### config.mk
export PLATFORM = sky130hd
export DESIGN_NAME = bbm_mode_control
export DESIGN_NICKNAME = d
export VERILOG_FILES = /design/src/logic/bbm_pkg.sv /design/src/logic/bbm_mode_control.sv /design/src/logic/bbm_pwm_gen.sv /design/src/logic/bbm_edge_shape.sv
export SDC_FILE = /design/constraint.sdc
export NUM_CORES = 1
export LEC_CHECK = 0
export BUFFER_PORTS_ARGS = -buffer_cell sky130_fd_sc_hd__buf_2
export CAP_MARGIN = 40
export CORE_UTILIZATION = 45
export CTS_CLUSTER_DIAMETER = 80
export DETAILED_ROUTE_END_ITERATION = 7
export MAX_ROUTING_LAYER = met4
export PLACE_DENSITY = 0.75
export SYNTH_ARGS = -nofsm -noshare
export SYNTH_HDL_FRONTEND = slang
export SYNTH_SLANG_ARGS = --single-unit
export TNS_END_PERCENT = 30
### constraint.sdc
create_clock -name clk_i -period 3.8 [get_ports clk_i]
set_clock_uncertainty 0.2 [all_clocks]
set_input_delay 0.38 -clock clk_i [delete_from_list [all_inputs] [get_ports clk_i]]
set_output_delay 0.38 -clock clk_i [all_outputs]
set_load 0.02 [all_outputs]
### src/logic/bbm_pkg.sv
/*
 Shared constants and types for the buck/boost mode control block.
 Assumes a 25 MHz system clock and a 32-bit classic Wishbone bus.
*/
package bbm_pkg;
	typedef enum logic [2:0] {
		MODE_NORMAL,
		MODE_STOP,
		MODE_RESTART,
		MODE_SLEEP,
		MODE_FAILSAFE
	} bbm_mode_type;

	typedef enum logic [1:0] {SS_OFF, SS_HOLD, SS_REG} bbm_ss_type;

	localparam int         CLK_KHZ      = 25000;
	localparam int         SW_KHZ       = 100;
	localparam logic [7:0] PERIOD_CYC   = 8'(CLK_KHZ / SW_KHZ);
	localparam logic [7:0] DUTY_FULL    = PERIOD_CYC;
	localparam logic [7:0] DUTY_MIN     = 8'h0a;
	localparam logic [7:0] DUTY_STEP    = 8'h0a;
	localparam logic [7:0] BST_DUTY_MAX = 8'hc8;
	localparam logic [7:0] OC_STEP      = 8'h10;
	localparam logic [3:0] SS_HOLD_PER  = 4'h8;
	localparam int         PFM_ON_NS    = 1000;
	localparam logic [7:0] PFM_ON_CYC   =
		8'((PFM_ON_NS * CLK_KHZ + 999999) / 1000000);
	localparam int         EDGE_NS      = 80;
	localparam logic [2:0] EDGE_CYC     =
		3'((EDGE_NS * CLK_KHZ + 999999) / 1000000);

	localparam logic [7:0] ADDR_CTRL = 8'h00;
	localparam logic [7:0] ADDR_STAT = 8'h04;
	localparam logic [7:0] ADDR_LIVE = 8'h08;

	localparam int         CTRL_BST_EN = 0;
	localparam int         CTRL_BST_V  = 1;
	localparam int         CTRL_AUTO   = 2;
	localparam int         CTRL_PINF   = 3;
	localparam int         CTRL_W      = 4;
	localparam logic [3:0] CTRL_RST    = 4'h6;

	localparam int         ST_DN_OPEN   = 0;
	localparam int         ST_DN_SHORT  = 1;
	localparam int         ST_DN_WIN    = 2;
	localparam int         ST_UP_OPEN   = 3;
	localparam int         ST_UP_SHORT  = 4;
	localparam int         ST_UP_GND    = 5;
	localparam int         ST_GATE_SH   = 6;
	localparam int         ST_UP_ACTIVE = 7;
	localparam int         ST_MOD_CHG   = 8;
	localparam int         STAT_W       = 9;
	localparam logic [8:0] STAT_RST     = 9'h000;

	localparam int LV_EN      = 0;
	localparam int LV_PWM     = 1;
	localparam int LV_UP_RUN  = 2;
	localparam int LV_SS      = 3;
	localparam int LV_DN_DUTY = 8;
	localparam int LV_UP_DUTY = 16;

	localparam int IN_WAKE  = 0;
	localparam int IN_VLOW  = 1;
	localparam int IN_TGT   = 2;
	localparam int IN_WIN   = 3;
	localparam int IN_SWO   = 4;
	localparam int IN_SWS   = 5;
	localparam int IN_LOAD  = 6;
	localparam int IN_TH0   = 7;
	localparam int IN_TH1   = 8;
	localparam int IN_HY0   = 9;
	localparam int IN_HY1   = 10;
	localparam int IN_UPO   = 11;
	localparam int IN_UPS   = 12;
	localparam int IN_GND   = 13;
	localparam int IN_OC    = 14;
	localparam int IN_GSH   = 15;
	localparam int IN_W     = 16;
endpackage

### src/logic/bbm_mode_control.sv
/*
 Mode control for a boost pre-regulator feeding a buck post-regulator:
 modulation choice, stepped soft start, boost hysteresis, status flags.
 Assumes a decoded system mode from the mode machine on the same clock
 and asynchronous comparator results that are synchronised here.
*/
// Added by the designer: the register addresses and register access over Wishbone.
`timescale 1ns/100ps
module bbm_mode_control (
	input  wire logic                  clk_i,
	input  wire logic                  rst_i,
	input  wire logic                  wb_cyc_i,
	input  wire logic                  wb_stb_i,
	input  wire logic                  wb_we_i,
	input  wire logic [7:0]            wb_adr_i,
	input  wire logic [3:0]            wb_sel_i,
	input  wire logic [31:0]           wb_dat_i,
	output logic      [31:0]           wb_dat_o,
	output logic                       wb_ack_o,
	input  bbm_pkg::bbm_mode_type      mode_i,
	input  wire logic                  stop_cmd_i,
	input  wire logic                  wake_input_pin_i,
	input  wire logic                  step_down_vout_low_i,
	input  wire logic                  step_down_target_i,
	input  wire logic                  step_down_window_i,
	input  wire logic                  step_down_switch_pin_open_i,
	input  wire logic                  step_down_switch_pin_short_i,
	input  wire logic                  load_high_i,
	input  wire logic [1:0]            supply_sense_below_i,
	input  wire logic [1:0]            supply_sense_above_i,
	input  wire logic                  step_up_pin_open_i,
	input  wire logic                  step_up_pin_short_i,
	input  wire logic                  step_up_lost_gnd_i,
	input  wire logic                  shunt_oc_i,
	input  wire logic                  gate_short_i,
	output logic                       regulator_enable_o,
	output logic                       step_down_pwm_o,
	output logic      [7:0]            step_down_duty_o,
	output logic                       hs_gate_o,
	output logic                       hs_soft_o,
	output logic                       ls_gate_o,
	output logic                       ls_soft_o,
	output logic                       step_up_level_o,
	output logic                       step_up_gate_o,
	output logic                       mod_event_o
);
	import bbm_pkg::*;

	logic [IN_W-1:0]   async_in;
	logic [IN_W-1:0]   meta_reg;
	logic [IN_W-1:0]   sync_reg;
	logic              wake_s;
	logic              vlow_s;
	logic              tgt_s;
	logic              load_s;
	logic              oc_s;
	logic              gsh_s;
	logic              below_s;
	logic              above_s;
	bbm_mode_type      prev_mode_reg;
	logic [CTRL_W-1:0] ctrl_reg;
	logic [STAT_W-1:0] stat_reg;
	logic [STAT_W-1:0] stat_set;
	logic [STAT_W-1:0] stat_clr;
	logic              en_next;
	logic              stop_entry;
	logic              up_allow;
	logic              ss_pend_reg;
	bbm_ss_type        ss_state_reg;
	logic [3:0]        hold_reg;
	logic [7:0]        dn_duty_reg;
	logic [7:0]        up_duty_reg;
	logic              pwm_target;
	logic              auto_pwm_reg;
	logic              auto_set;
	logic [7:0]        pfm_cnt_reg;
	logic              dn_on;
	logic              dn_bound;
	logic              up_on;
	logic              up_bound;
	logic              hs_raw;
	logic              hs_req;
	logic              ls_req;
	logic              up_run_reg;
	logic              oc_seen_reg;
	logic              kill_reg;
	logic              wb_req;
	logic              wr_ctrl;
	logic              wr_stat;
	logic [31:0]       rd_data;

	assign async_in = {gate_short_i, shunt_oc_i, step_up_lost_gnd_i,
		step_up_pin_short_i, step_up_pin_open_i, supply_sense_above_i,
		supply_sense_below_i, load_high_i, step_down_switch_pin_short_i,
		step_down_switch_pin_open_i, step_down_window_i,
		step_down_target_i, step_down_vout_low_i, wake_input_pin_i};

	// Only sync_reg is read; meta_reg may be metastable
	always_ff @(posedge clk_i) begin
		if (rst_i) begin
			meta_reg <= '0;
			sync_reg <= '0;
		end else begin
			meta_reg <= async_in;
			sync_reg <= meta_reg;
		end
	end

	assign wake_s  = sync_reg[IN_WAKE];
	assign vlow_s  = sync_reg[IN_VLOW];
	assign tgt_s   = sync_reg[IN_TGT];
	assign load_s  = sync_reg[IN_LOAD];
	assign oc_s    = sync_reg[IN_OC];
	assign gsh_s   = sync_reg[IN_GSH];
	assign below_s = ctrl_reg[CTRL_BST_V] ? sync_reg[IN_TH1]
		: sync_reg[IN_TH0];
	assign above_s = ctrl_reg[CTRL_BST_V] ? sync_reg[IN_HY1]
		: sync_reg[IN_HY0];
	assign step_up_level_o  = ctrl_reg[CTRL_BST_V];
	assign step_down_duty_o = dn_duty_reg;

	assign en_next = (mode_i == MODE_NORMAL) || (mode_i == MODE_STOP)
		|| (mode_i == MODE_RESTART);
	assign stop_entry = (mode_i == MODE_STOP) && (prev_mode_reg != MODE_STOP);

	always_ff @(posedge clk_i) begin
		if (rst_i) begin
			prev_mode_reg      <= MODE_RESTART;
			regulator_enable_o <= 1'b0;
		end else begin
			prev_mode_reg      <= mode_i;
			regulator_enable_o <= en_next;
		end
	end

	sleep_off_a: assert property (@(posedge clk_i) disable iff (rst_i)
		(mode_i == MODE_SLEEP || mode_i == MODE_FAILSAFE)
		|=> !regulator_enable_o)
		else $error("regulators on in sleep or fail-safe");

	// Power-up request comes from reset itself
	always_ff @(posedge clk_i) begin
		if (rst_i)
			ss_pend_reg <= 1'b1;
		else if (mode_i == MODE_RESTART && (prev_mode_reg == MODE_SLEEP
			|| prev_mode_reg == MODE_FAILSAFE))
			ss_pend_reg <= 1'b1;
		else if (ss_state_reg == SS_OFF && regulator_enable_o && dn_bound)
			ss_pend_reg <= 1'b0;
	end

	always_ff @(posedge clk_i) begin
		if (rst_i) begin
			ss_state_reg <= SS_OFF;
			hold_reg     <= 4'h0;
			dn_duty_reg  <= DUTY_MIN;
		end else if (!regulator_enable_o) begin
			ss_state_reg <= SS_OFF;
			hold_reg     <= 4'h0;
			dn_duty_reg  <= DUTY_MIN;
		end else if (dn_bound) begin
			unique case (ss_state_reg)
			SS_OFF: begin
				hold_reg     <= 4'h0;
				dn_duty_reg  <= DUTY_MIN;
				ss_state_reg <= ss_pend_reg ? SS_HOLD : SS_REG;
			end
			SS_HOLD: begin
				if (tgt_s)
					ss_state_reg <= SS_REG;
				else if (hold_reg == SS_HOLD_PER - 4'h1) begin
					hold_reg <= 4'h0;
					if (dn_duty_reg > DUTY_FULL - DUTY_STEP)
						dn_duty_reg <= DUTY_FULL;
					else
						dn_duty_reg <= dn_duty_reg + DUTY_STEP;
				end else
					hold_reg <= hold_reg + 4'h1;
			end
			SS_REG: begin
				// Crude bang-bang loop; the analog loop refines it
				if (step_down_pwm_o && vlow_s && dn_duty_reg != DUTY_FULL)
					dn_duty_reg <= dn_duty_reg + 8'h01;
				else if (step_down_pwm_o && !vlow_s
					&& dn_duty_reg != DUTY_MIN)
					dn_duty_reg <= dn_duty_reg - 8'h01;
			end
			endcase
		end
	end

	ss_begin_a: assert property (@(posedge clk_i) disable iff (rst_i)
		(ss_state_reg == SS_OFF && ss_pend_reg && regulator_enable_o
		&& dn_bound) |=> (ss_state_reg == SS_HOLD && dn_duty_reg == DUTY_MIN))
		else $error("soft start did not begin at minimum duty");

	ss_step_a: assert property (@(posedge clk_i) disable iff (rst_i)
		(ss_state_reg == SS_HOLD && !tgt_s && regulator_enable_o && dn_bound
		&& hold_reg == SS_HOLD_PER - 4'h1
		&& dn_duty_reg <= DUTY_FULL - DUTY_STEP)
		|=> dn_duty_reg == $past(dn_duty_reg) + DUTY_STEP)
		else $error("soft start step wrong");

	ss_exit_a: assert property (@(posedge clk_i) disable iff (rst_i)
		(ss_state_reg == SS_HOLD && tgt_s && regulator_enable_o && dn_bound)
		|=> ss_state_reg == SS_REG)
		else $error("soft start kept stepping at target");

	full_duty_a: assert property (@(posedge clk_i) disable iff (rst_i)
		(ss_state_reg == SS_REG && step_down_pwm_o && vlow_s && dn_bound
		&& regulator_enable_o && dn_duty_reg == DUTY_FULL - 8'h01)
		|=> dn_duty_reg == DUTY_FULL)
		else $error("duty did not reach full on-time");

	assign auto_set = (mode_i == MODE_STOP) && !stop_entry && !stop_cmd_i
		&& ctrl_reg[CTRL_AUTO] && !ctrl_reg[CTRL_PINF] && load_s
		&& !auto_pwm_reg;

	// Only a new stop command returns the buck to PFM
	always_ff @(posedge clk_i) begin
		if (rst_i) begin
			auto_pwm_reg <= 1'b0;
			mod_event_o  <= 1'b0;
		end else begin
			mod_event_o <= auto_set;
			if (mode_i != MODE_STOP || stop_entry || stop_cmd_i)
				auto_pwm_reg <= 1'b0;
			else if (auto_set)
				auto_pwm_reg <= 1'b1;
		end
	end

	// Wake pin is used raw apart from the synchroniser
	assign pwm_target = (mode_i != MODE_STOP) ? 1'b1
		: (ctrl_reg[CTRL_PINF] ? wake_s : auto_pwm_reg);

	always_ff @(posedge clk_i) begin
		if (rst_i)
			step_down_pwm_o <= 1'b1;
		else if (dn_bound)
			step_down_pwm_o <= pwm_target;
	end

	run_pwm_a: assert property (@(posedge clk_i) disable iff (rst_i)
		((mode_i == MODE_NORMAL || mode_i == MODE_RESTART) && dn_bound)
		|=> step_down_pwm_o)
		else $error("buck not in PWM in normal or restart");

	stop_pfm_a: assert property (@(posedge clk_i) disable iff (rst_i)
		(mode_i == MODE_STOP && !ctrl_reg[CTRL_PINF] && !auto_pwm_reg
		&& dn_bound) |=> !step_down_pwm_o)
		else $error("buck not in PFM in stop");

	pin_mod_a: assert property (@(posedge clk_i) disable iff (rst_i)
		(mode_i == MODE_STOP && ctrl_reg[CTRL_PINF] && dn_bound)
		|=> step_down_pwm_o == $past(wake_s))
		else $error("pin-forced modulation ignored wake pin");

	mod_evt_a: assert property (@(posedge clk_i) disable iff (rst_i)
		auto_set |=> (mod_event_o && stat_reg[ST_MOD_CHG]))
		else $error("modulation change not reported");

	// Fixed on-time bursts in PFM, no fixed frequency
	always_ff @(posedge clk_i) begin
		if (rst_i)
			pfm_cnt_reg <= 8'h00;
		else if (pfm_cnt_reg != 8'h00)
			pfm_cnt_reg <= pfm_cnt_reg - 8'h01;
		else if (!step_down_pwm_o && regulator_enable_o && vlow_s)
			pfm_cnt_reg <= PFM_ON_CYC;
	end

	bbm_pwm_gen u_dn_pwm (
		.clk_i   (clk_i),
		.rst_i   (rst_i),
		.run_i   (regulator_enable_o),
		.duty_i  (dn_duty_reg),
		.on_o    (dn_on),
		.bound_o (dn_bound)
	);

	// Break-before-make between the two switches
	assign hs_raw = regulator_enable_o
		&& (step_down_pwm_o ? dn_on : (pfm_cnt_reg != 8'h00));
	assign hs_req = hs_raw && !ls_gate_o && !ls_soft_o;
	assign ls_req = regulator_enable_o && step_down_pwm_o && !hs_raw
		&& !hs_gate_o && !hs_soft_o;

	bbm_edge_shape u_hs_shape (
		.clk_i  (clk_i),
		.rst_i  (rst_i),
		.req_i  (hs_req),
		.gate_o (hs_gate_o),
		.soft_o (hs_soft_o)
	);

	bbm_edge_shape u_ls_shape (
		.clk_i  (clk_i),
		.rst_i  (rst_i),
		.req_i  (ls_req),
		.gate_o (ls_gate_o),
		.soft_o (ls_soft_o)
	);

	// Restart keeps the setting made in Normal
	assign up_allow = ctrl_reg[CTRL_BST_EN] && en_next;

	always_ff @(posedge clk_i) begin
		if (rst_i)
			up_run_reg <= 1'b0;
		else if (!up_allow)
			up_run_reg <= 1'b0;
		else if (below_s)
			up_run_reg <= 1'b1;
		else if (above_s)
			up_run_reg <= 1'b0;
	end

	up_off_a: assert property (@(posedge clk_i) disable iff (rst_i)
		!up_allow |=> !up_run_reg)
		else $error("boost ran while not allowed");

	up_run_a: assert property (@(posedge clk_i) disable iff (rst_i)
		(up_allow && below_s) |=> up_run_reg)
		else $error("boost did not start below threshold");

	bbm_pwm_gen u_up_pwm (
		.clk_i   (clk_i),
		.rst_i   (rst_i),
		.run_i   (up_run_reg),
		.duty_i  (up_duty_reg),
		.on_o    (up_on),
		.bound_o (up_bound)
	);

	always_ff @(posedge clk_i) begin
		if (rst_i)
			oc_seen_reg <= 1'b0;
		else if (up_bound)
			oc_seen_reg <= oc_s;
		else if (oc_s)
			oc_seen_reg <= 1'b1;
	end

	always_ff @(posedge clk_i) begin
		if (rst_i)
			up_duty_reg <= DUTY_MIN;
		else if (!up_run_reg)
			up_duty_reg <= DUTY_MIN;
		else if (up_bound) begin
			if (oc_seen_reg)
				up_duty_reg <= (up_duty_reg < DUTY_MIN + OC_STEP) ? DUTY_MIN
					: up_duty_reg - OC_STEP;
			else if (!above_s && up_duty_reg < BST_DUTY_MAX)
				up_duty_reg <= up_duty_reg + 8'h01;
			else if (above_s && up_duty_reg > DUTY_MIN)
				up_duty_reg <= up_duty_reg - 8'h01;
		end
	end

	oc_cut_a: assert property (@(posedge clk_i) disable iff (rst_i)
		(oc_seen_reg && up_bound && up_run_reg
		&& up_duty_reg >= DUTY_MIN + OC_STEP)
		|=> up_duty_reg == $past(up_duty_reg) - OC_STEP)
		else $error("overcurrent did not cut boost duty");

	// A short seen on the boundary still kills the next cycle
	always_ff @(posedge clk_i) begin
		if (rst_i)
			kill_reg <= 1'b0;
		else if (gsh_s)
			kill_reg <= 1'b1;
		else if (up_bound)
			kill_reg <= 1'b0;
	end

	always_ff @(posedge clk_i) begin
		if (rst_i)
			step_up_gate_o <= 1'b0;
		else
			step_up_gate_o <= up_on && !kill_reg && !gsh_s;
	end

	gate_kill_a: assert property (@(posedge clk_i) disable iff (rst_i)
		gsh_s |=> (!step_up_gate_o && stat_reg[ST_GATE_SH]))
		else $error("gate short did not stop the gate");

	// Status is report-only and feeds no control path
	always_comb begin
		stat_set               = '0;
		stat_set[ST_DN_OPEN]   = sync_reg[IN_SWO];
		stat_set[ST_DN_SHORT]  = sync_reg[IN_SWS];
		stat_set[ST_DN_WIN]    = sync_reg[IN_WIN];
		stat_set[ST_UP_OPEN]   = sync_reg[IN_UPO];
		stat_set[ST_UP_SHORT]  = sync_reg[IN_UPS];
		stat_set[ST_UP_GND]    = sync_reg[IN_GND];
		stat_set[ST_GATE_SH]   = gsh_s;
		stat_set[ST_UP_ACTIVE] = up_allow && below_s && !up_run_reg;
		stat_set[ST_MOD_CHG]   = auto_set;
	end

	always_comb begin
		stat_clr = '0;
		if (wr_stat && wb_sel_i[0])
			stat_clr[7:0] = wb_dat_i[7:0];
		if (wr_stat && wb_sel_i[1])
			stat_clr[8] = wb_dat_i[8];
		if (below_s)
			stat_clr[ST_UP_ACTIVE] = 1'b0;
	end

	always_ff @(posedge clk_i) begin
		if (rst_i)
			stat_reg <= STAT_RST;
		else
			stat_reg <= (stat_reg & ~stat_clr) | stat_set;
	end

	act_hold_a: assert property (@(posedge clk_i) disable iff (rst_i)
		(stat_reg[ST_UP_ACTIVE] && below_s) |=> stat_reg[ST_UP_ACTIVE])
		else $error("active flag cleared below threshold");

	assign wb_req  = wb_cyc_i && wb_stb_i;
	assign wr_ctrl = wb_req && wb_we_i && wb_ack_o && wb_sel_i[0]
		&& (wb_adr_i == ADDR_CTRL);
	assign wr_stat = wb_req && wb_we_i && wb_ack_o && (wb_adr_i == ADDR_STAT);

	always_ff @(posedge clk_i) begin
		if (rst_i)
			ctrl_reg <= CTRL_RST;
		else if (wr_ctrl)
			ctrl_reg <= wb_dat_i[CTRL_W-1:0];
	end

	always_comb begin
		rd_data = '0;
		case (wb_adr_i)
		ADDR_CTRL: rd_data[CTRL_W-1:0] = ctrl_reg;
		ADDR_STAT: rd_data[STAT_W-1:0] = stat_reg;
		ADDR_LIVE: begin
			rd_data[LV_EN]          = regulator_enable_o;
			rd_data[LV_PWM]         = step_down_pwm_o;
			rd_data[LV_UP_RUN]      = up_run_reg;
			rd_data[LV_SS]          = (ss_state_reg != SS_REG);
			rd_data[LV_DN_DUTY +: 8] = dn_duty_reg;
			rd_data[LV_UP_DUTY +: 8] = up_duty_reg;
		end
		default: rd_data = '0;
		endcase
	end

	// One wait state; writes land on the acknowledged edge
	always_ff @(posedge clk_i) begin
		if (rst_i) begin
			wb_ack_o <= 1'b0;
			wb_dat_o <= 32'h00000000;
		end else begin
			wb_ack_o <= wb_req && !wb_ack_o;
			if (wb_req && !wb_ack_o)
				wb_dat_o <= rd_data;
		end
	end
endmodule // bbm_mode_control

### src/logic/bbm_pwm_gen.sv
/*
 Fixed-frequency period counter with duty compare.
 Assumes duty is changed by the caller only at the period boundary.
*/
`timescale 1ns/100ps
module bbm_pwm_gen (
	input  wire logic       clk_i,
	input  wire logic       rst_i,
	input  wire logic       run_i,
	input  wire logic [7:0] duty_i,
	output logic            on_o,
	output logic            bound_o
);
	import bbm_pkg::*;

	logic [7:0] cnt_reg;

	always_ff @(posedge clk_i) begin
		if (rst_i)
			cnt_reg <= 8'h00;
		else if (cnt_reg == PERIOD_CYC - 8'h01)
			cnt_reg <= 8'h00;
		else
			cnt_reg <= cnt_reg + 8'h01;
	end

	// Duty equal to the period gives full on-time
	always_ff @(posedge clk_i) begin
		if (rst_i) begin
			on_o    <= 1'b0;
			bound_o <= 1'b0;
		end else begin
			on_o    <= run_i && (cnt_reg < duty_i);
			bound_o <= (cnt_reg == PERIOD_CYC - 8'h01);
		end
	end
endmodule // bbm_pwm_gen

### src/logic/bbm_edge_shape.sv
/*
 Switch edge shaper: a controlled-current phase before each gate change.
 Assumes the request is a synchronous level from the same clock.
*/
`timescale 1ns/100ps
module bbm_edge_shape (
	input  wire logic clk_i,
	input  wire logic rst_i,
	input  wire logic req_i,
	output logic      gate_o,
	output logic      soft_o
);
	import bbm_pkg::*;

	logic [2:0] cnt_reg;
	logic       tgt_reg;

	// Soft phase lasts EDGE_CYC cycles, then the gate takes the target
	always_ff @(posedge clk_i) begin
		if (rst_i) begin
			gate_o  <= 1'b0;
			soft_o  <= 1'b0;
			tgt_reg <= 1'b0;
			cnt_reg <= 3'h0;
		end else if (soft_o) begin
			if (cnt_reg == 3'h0) begin
				soft_o <= 1'b0;
				gate_o <= tgt_reg;
			end else
				cnt_reg <= cnt_reg - 3'h1;
		end else if (req_i != gate_o) begin
			soft_o  <= 1'b1;
			tgt_reg <= req_i;
			cnt_reg <= EDGE_CYC - 3'h1;
		end
	end
endmodule // bbm_edge_shape

==> impl_metrics.env <==
export IMPL_grtUsageTotal_pct=20.8
export IMPL_max_slew_margin_rel_pct=43.5
export IMPL_final_setup_viol_count=0
export IMPL_critical_path_top_delay_family="compound AO/OA/AOI/OAI gates"
export IMPL_leakagePower_uw=0.00341
export IMPL_slew_viol_final=0
export IMPL_dieArea_mm2=0.0157
export IMPL_setup_worst_path_end_class="register"
export IMPL_grt_pass1_vias=5384
export IMPL_post_cts_buffers=0
export IMPL_cp_arrival_ps=3510
export IMPL_grt_max_degree=82
export IMPL_start_kind="register"
export IMPL_synthArstFlopShare_pct=0
export IMPL_fin_tns_setup_ps=0
export IMPL_power_uw=3820
export IMPL_largest_reg_flops=24
export IMPL_numClockSinks=144
export IMPL_critPathMostFrequentCell="a21oi_1"
export IMPL_cts_made_buffers=17
export IMPL_dp_slack_ps=518
export IMPL_wl_per_cell_um=13.9
export IMPL_ys_top_cells_by_area="dfxtp_1, ha_1, nor2_1, nand2_1, a21oi_1"
export IMPL_slowest_stage="dfxtp_1"
export IMPL_rsz0062_at_grt="no"
export IMPL_status="finished, violations left"
export IMPL_yosysWarnings=0
export IMPL_globalplace_congestion=0.871
export IMPL_ys_seq_elements=144
export IMPL_pin_count=119
export IMPL_nFillCells=1296
export IMPL_grt_overflow=0
export IMPL_synth_cell_types=65
export IMPL_cts_hold_buffers=22
export IMPL_routed_wirelength_um=15100
export IMPL_slowest_delay_ps=460
export IMPL_cp_cell_sequence="inv_1, ha_1, a21boi_0, o31ai_1, buf_4, fa_1, a211oi_1, o21ai_0, a21oi_1, o21bai_1, a311o_1, a21oi_1"
export IMPL_ys_flop_type="dfxtp_1"
export IMPL_cap_viol_max_count=0
export IMPL_die_w_um=125
export IMPL_r2r_start="up_duty_reg[4]$_SDFFE_PP0P_"
export IMPL_clkLatencyLatePin_ps=420
export IMPL_port_buffer_count=85
export IMPL_ctsResizeCount=0
export IMPL_fin_util_pct=56.2
export IMPL_htree_levels=4
export IMPL_synthCells=787
export IMPL_fmax_mhz=297
export IMPL_yosysTopAreaCellShare_pct=42.0
export IMPL_cts_tree="yes"
export IMPL_yosysTopAreaCell="dfxtp_1"
export IMPL_cts_buffer_depth=2
export IMPL_chipHeight_um=125
export IMPL_antenna_cells=0
export IMPL_setup_slack_ps=437
export IMPL_crit_fanout=7
export IMPL_fin_crit_ps=3360
export IMPL_vias_per_cell=5.31
export IMPL_rows=44
export IMPL_hp_start="wb_dat_i[3]"
export IMPL_finalCritPeriodShare_pct=88.5
export IMPL_clkSlewWorstSetupHoldPaths_ps=60
export IMPL_crit_buf_inv=2
export IMPL_vdd_ir_drop_max_v=0.000412
export IMPL_drive_above_1_share_pct=15.2
export IMPL_initial_utilization_pct=46.7
export IMPL_worstSetupStartpoint="up_duty_reg[4]$_SDFFE_PP0P_"
export IMPL_grt_pass1_wl_um=25600
export IMPL_pwr_density_cell_mw_per_mm2=463
export IMPL_finalHoldViolCount=0
export IMPL_ant_nets=0
export IMPL_drt_iter0_markers=289
export IMPL_detailed_place_hpwl_um=10700
export IMPL_cp_required_ps=3940
export IMPL_vias=5788
export IMPL_synth_edff_count=0
export IMPL_drtPass1Iterations=7
export IMPL_netlist_area_mm2=0.00686
export IMPL_antenna_found_initial=0
export IMPL_drc=2
export IMPL_root_buffer="clkbuf_16"
export IMPL_core_area_mm2=0.0147
export IMPL_avgSynthCellArea_um2=8.72
export IMPL_nets=1008
export IMPL_crit_type="reg2reg"
export IMPL_area_growth_syn_to_layout_pct=20.4
export IMPL_min_path_type="in2reg"
export IMPL_violations="DRC"
export IMPL_worst_pin_slew_ps=840
export IMPL_seq_area_frac_synth_pct=42.0
## layer usage
layer | up-vias | wire (µm) | part of all wire (%) | global-route usage, %
li1 | 2947 | - | - | -
met1 | 2682 | 7250 | 48 | 27.1
met2 | 139 | 6870 | 45 | 31.8
met3 | 20 | 745 | 4.9 | 4.28
met4 | 0 | 244 | 1.6 | 7.82
met5 | - | 0 | 0 | -
## final timing paths
| kind | end | slack, ps | cells after the start |
|---|---|---|---|
| setup / recovery | up_duty_reg[6]$_SDFFE_PP0P_ | 440 | 12 |
| hold / removal | ctrl_reg[3]$_SDFFE_PP0P_ | 30 | 3 |
| setup reg to reg | up_duty_reg[6]$_SDFFE_PP0P_ | 440 | 12 |
| hold reg to reg | sync_reg[8]$_SDFF_PP0_ | 240 | 1 |
## final cells by class
type / instances / area (µm²) / share of cell area [%]
multi-input combinational: 574 / 3660 / 44.3
clock inverter: 14 / 183 / 2.21
sequential: 144 / 2880 / 34.9
timing repair buffer: 117 / 733 / 8.88
inverter: 38 / 143 / 1.73
clock buffer: 18 / 429 / 5.20
tap: 184 / 230 / 2.79
## metrics by stage
step / cell area (µm²) / hold slack [ps] / cells
floorplan: 6890 / 200 / 794
global placement: 7380 / 216 / 1031
detailed placement: 7420 / 223 / 1035
CTS: 8260 / 16.9 / 1089
global route: 8260 / 31.8 / 1089
finish: 8260 / 34.0 / 1089
## worst min-delay path: cells and delay by family
family / cells / cell delay, ps
and+or+nand+nor: 1 / 70
muxes: 1 / 70
buffers and inverters: 1 / 90
## where the power goes
group | total, µW | internal [µW] | switching, µW
combinational | 473 | 216 | 258
clock | 1700 | 1040 | 657
sequential | 1650 | 1590 | 61.3
## layout by cell type (no fill, tap or decap), types with 3 or more instances in the layout
cell type,count
a22oi_1,21
nand2b_1,12
a211oi_1,12
o31ai_1,4
clkbuf_16,17
and3_1,7
nand3b_1,4
ha_1,45
conb_1,8
a21oi_1,51
o41ai_1,3
xor2_1,11
xnor2_1,17
nor2b_1,40
buf_2,88
nor4b_1,7
o21ai_0,37
a22o_1,3
dfxtp_1,144
o22ai_1,3
o2bb2ai_1,3
nand3_1,25
mux2i_1,11
or3_1,8
bufinv_16,3
nor3_1,6
clkinv_4,5
o211ai_1,3
nor3b_1,5
a21o_1,7
nand2_1,70
inv_1,38
nor2_1,98
buf_4,6
o21bai_1,5
dlygate4sd3_1,22
nor4_1,7
## logic make-up (layout without fill, tap and decap cells)
| logic type | Yosys count | count (layout) | share of synthesized area, % |
|---|---|---|---|
| xor gates and xnor gates | 28 | 28 | 3.58 |
| DFF | 144 | 144 | 42.0 |
| buffers and inverters | 76 | 187 | 5.05 |
| adders and majority gates | 47 | 47 | 8.79 |
| AOI/OAI and AO/OA | 178 | 178 | 17.1 |
| other | 1 | 8 | 0.0547 |
| muxes | 12 | 12 | 1.77 |
| and+or+nand+nor | 301 | 301 | 21.6 |
## Yosys cell counts, drive strengths merged (17+ instances only)
cell type and instances:
ha 45, dfxtp 144, inv 38, xnor2 17, nor2b 40, nand2 70, a22oi 21, nor2 98
nand3 25, a21oi 51, o21ai 40, clkbuf 23
(Power assumes the default switching activity.)
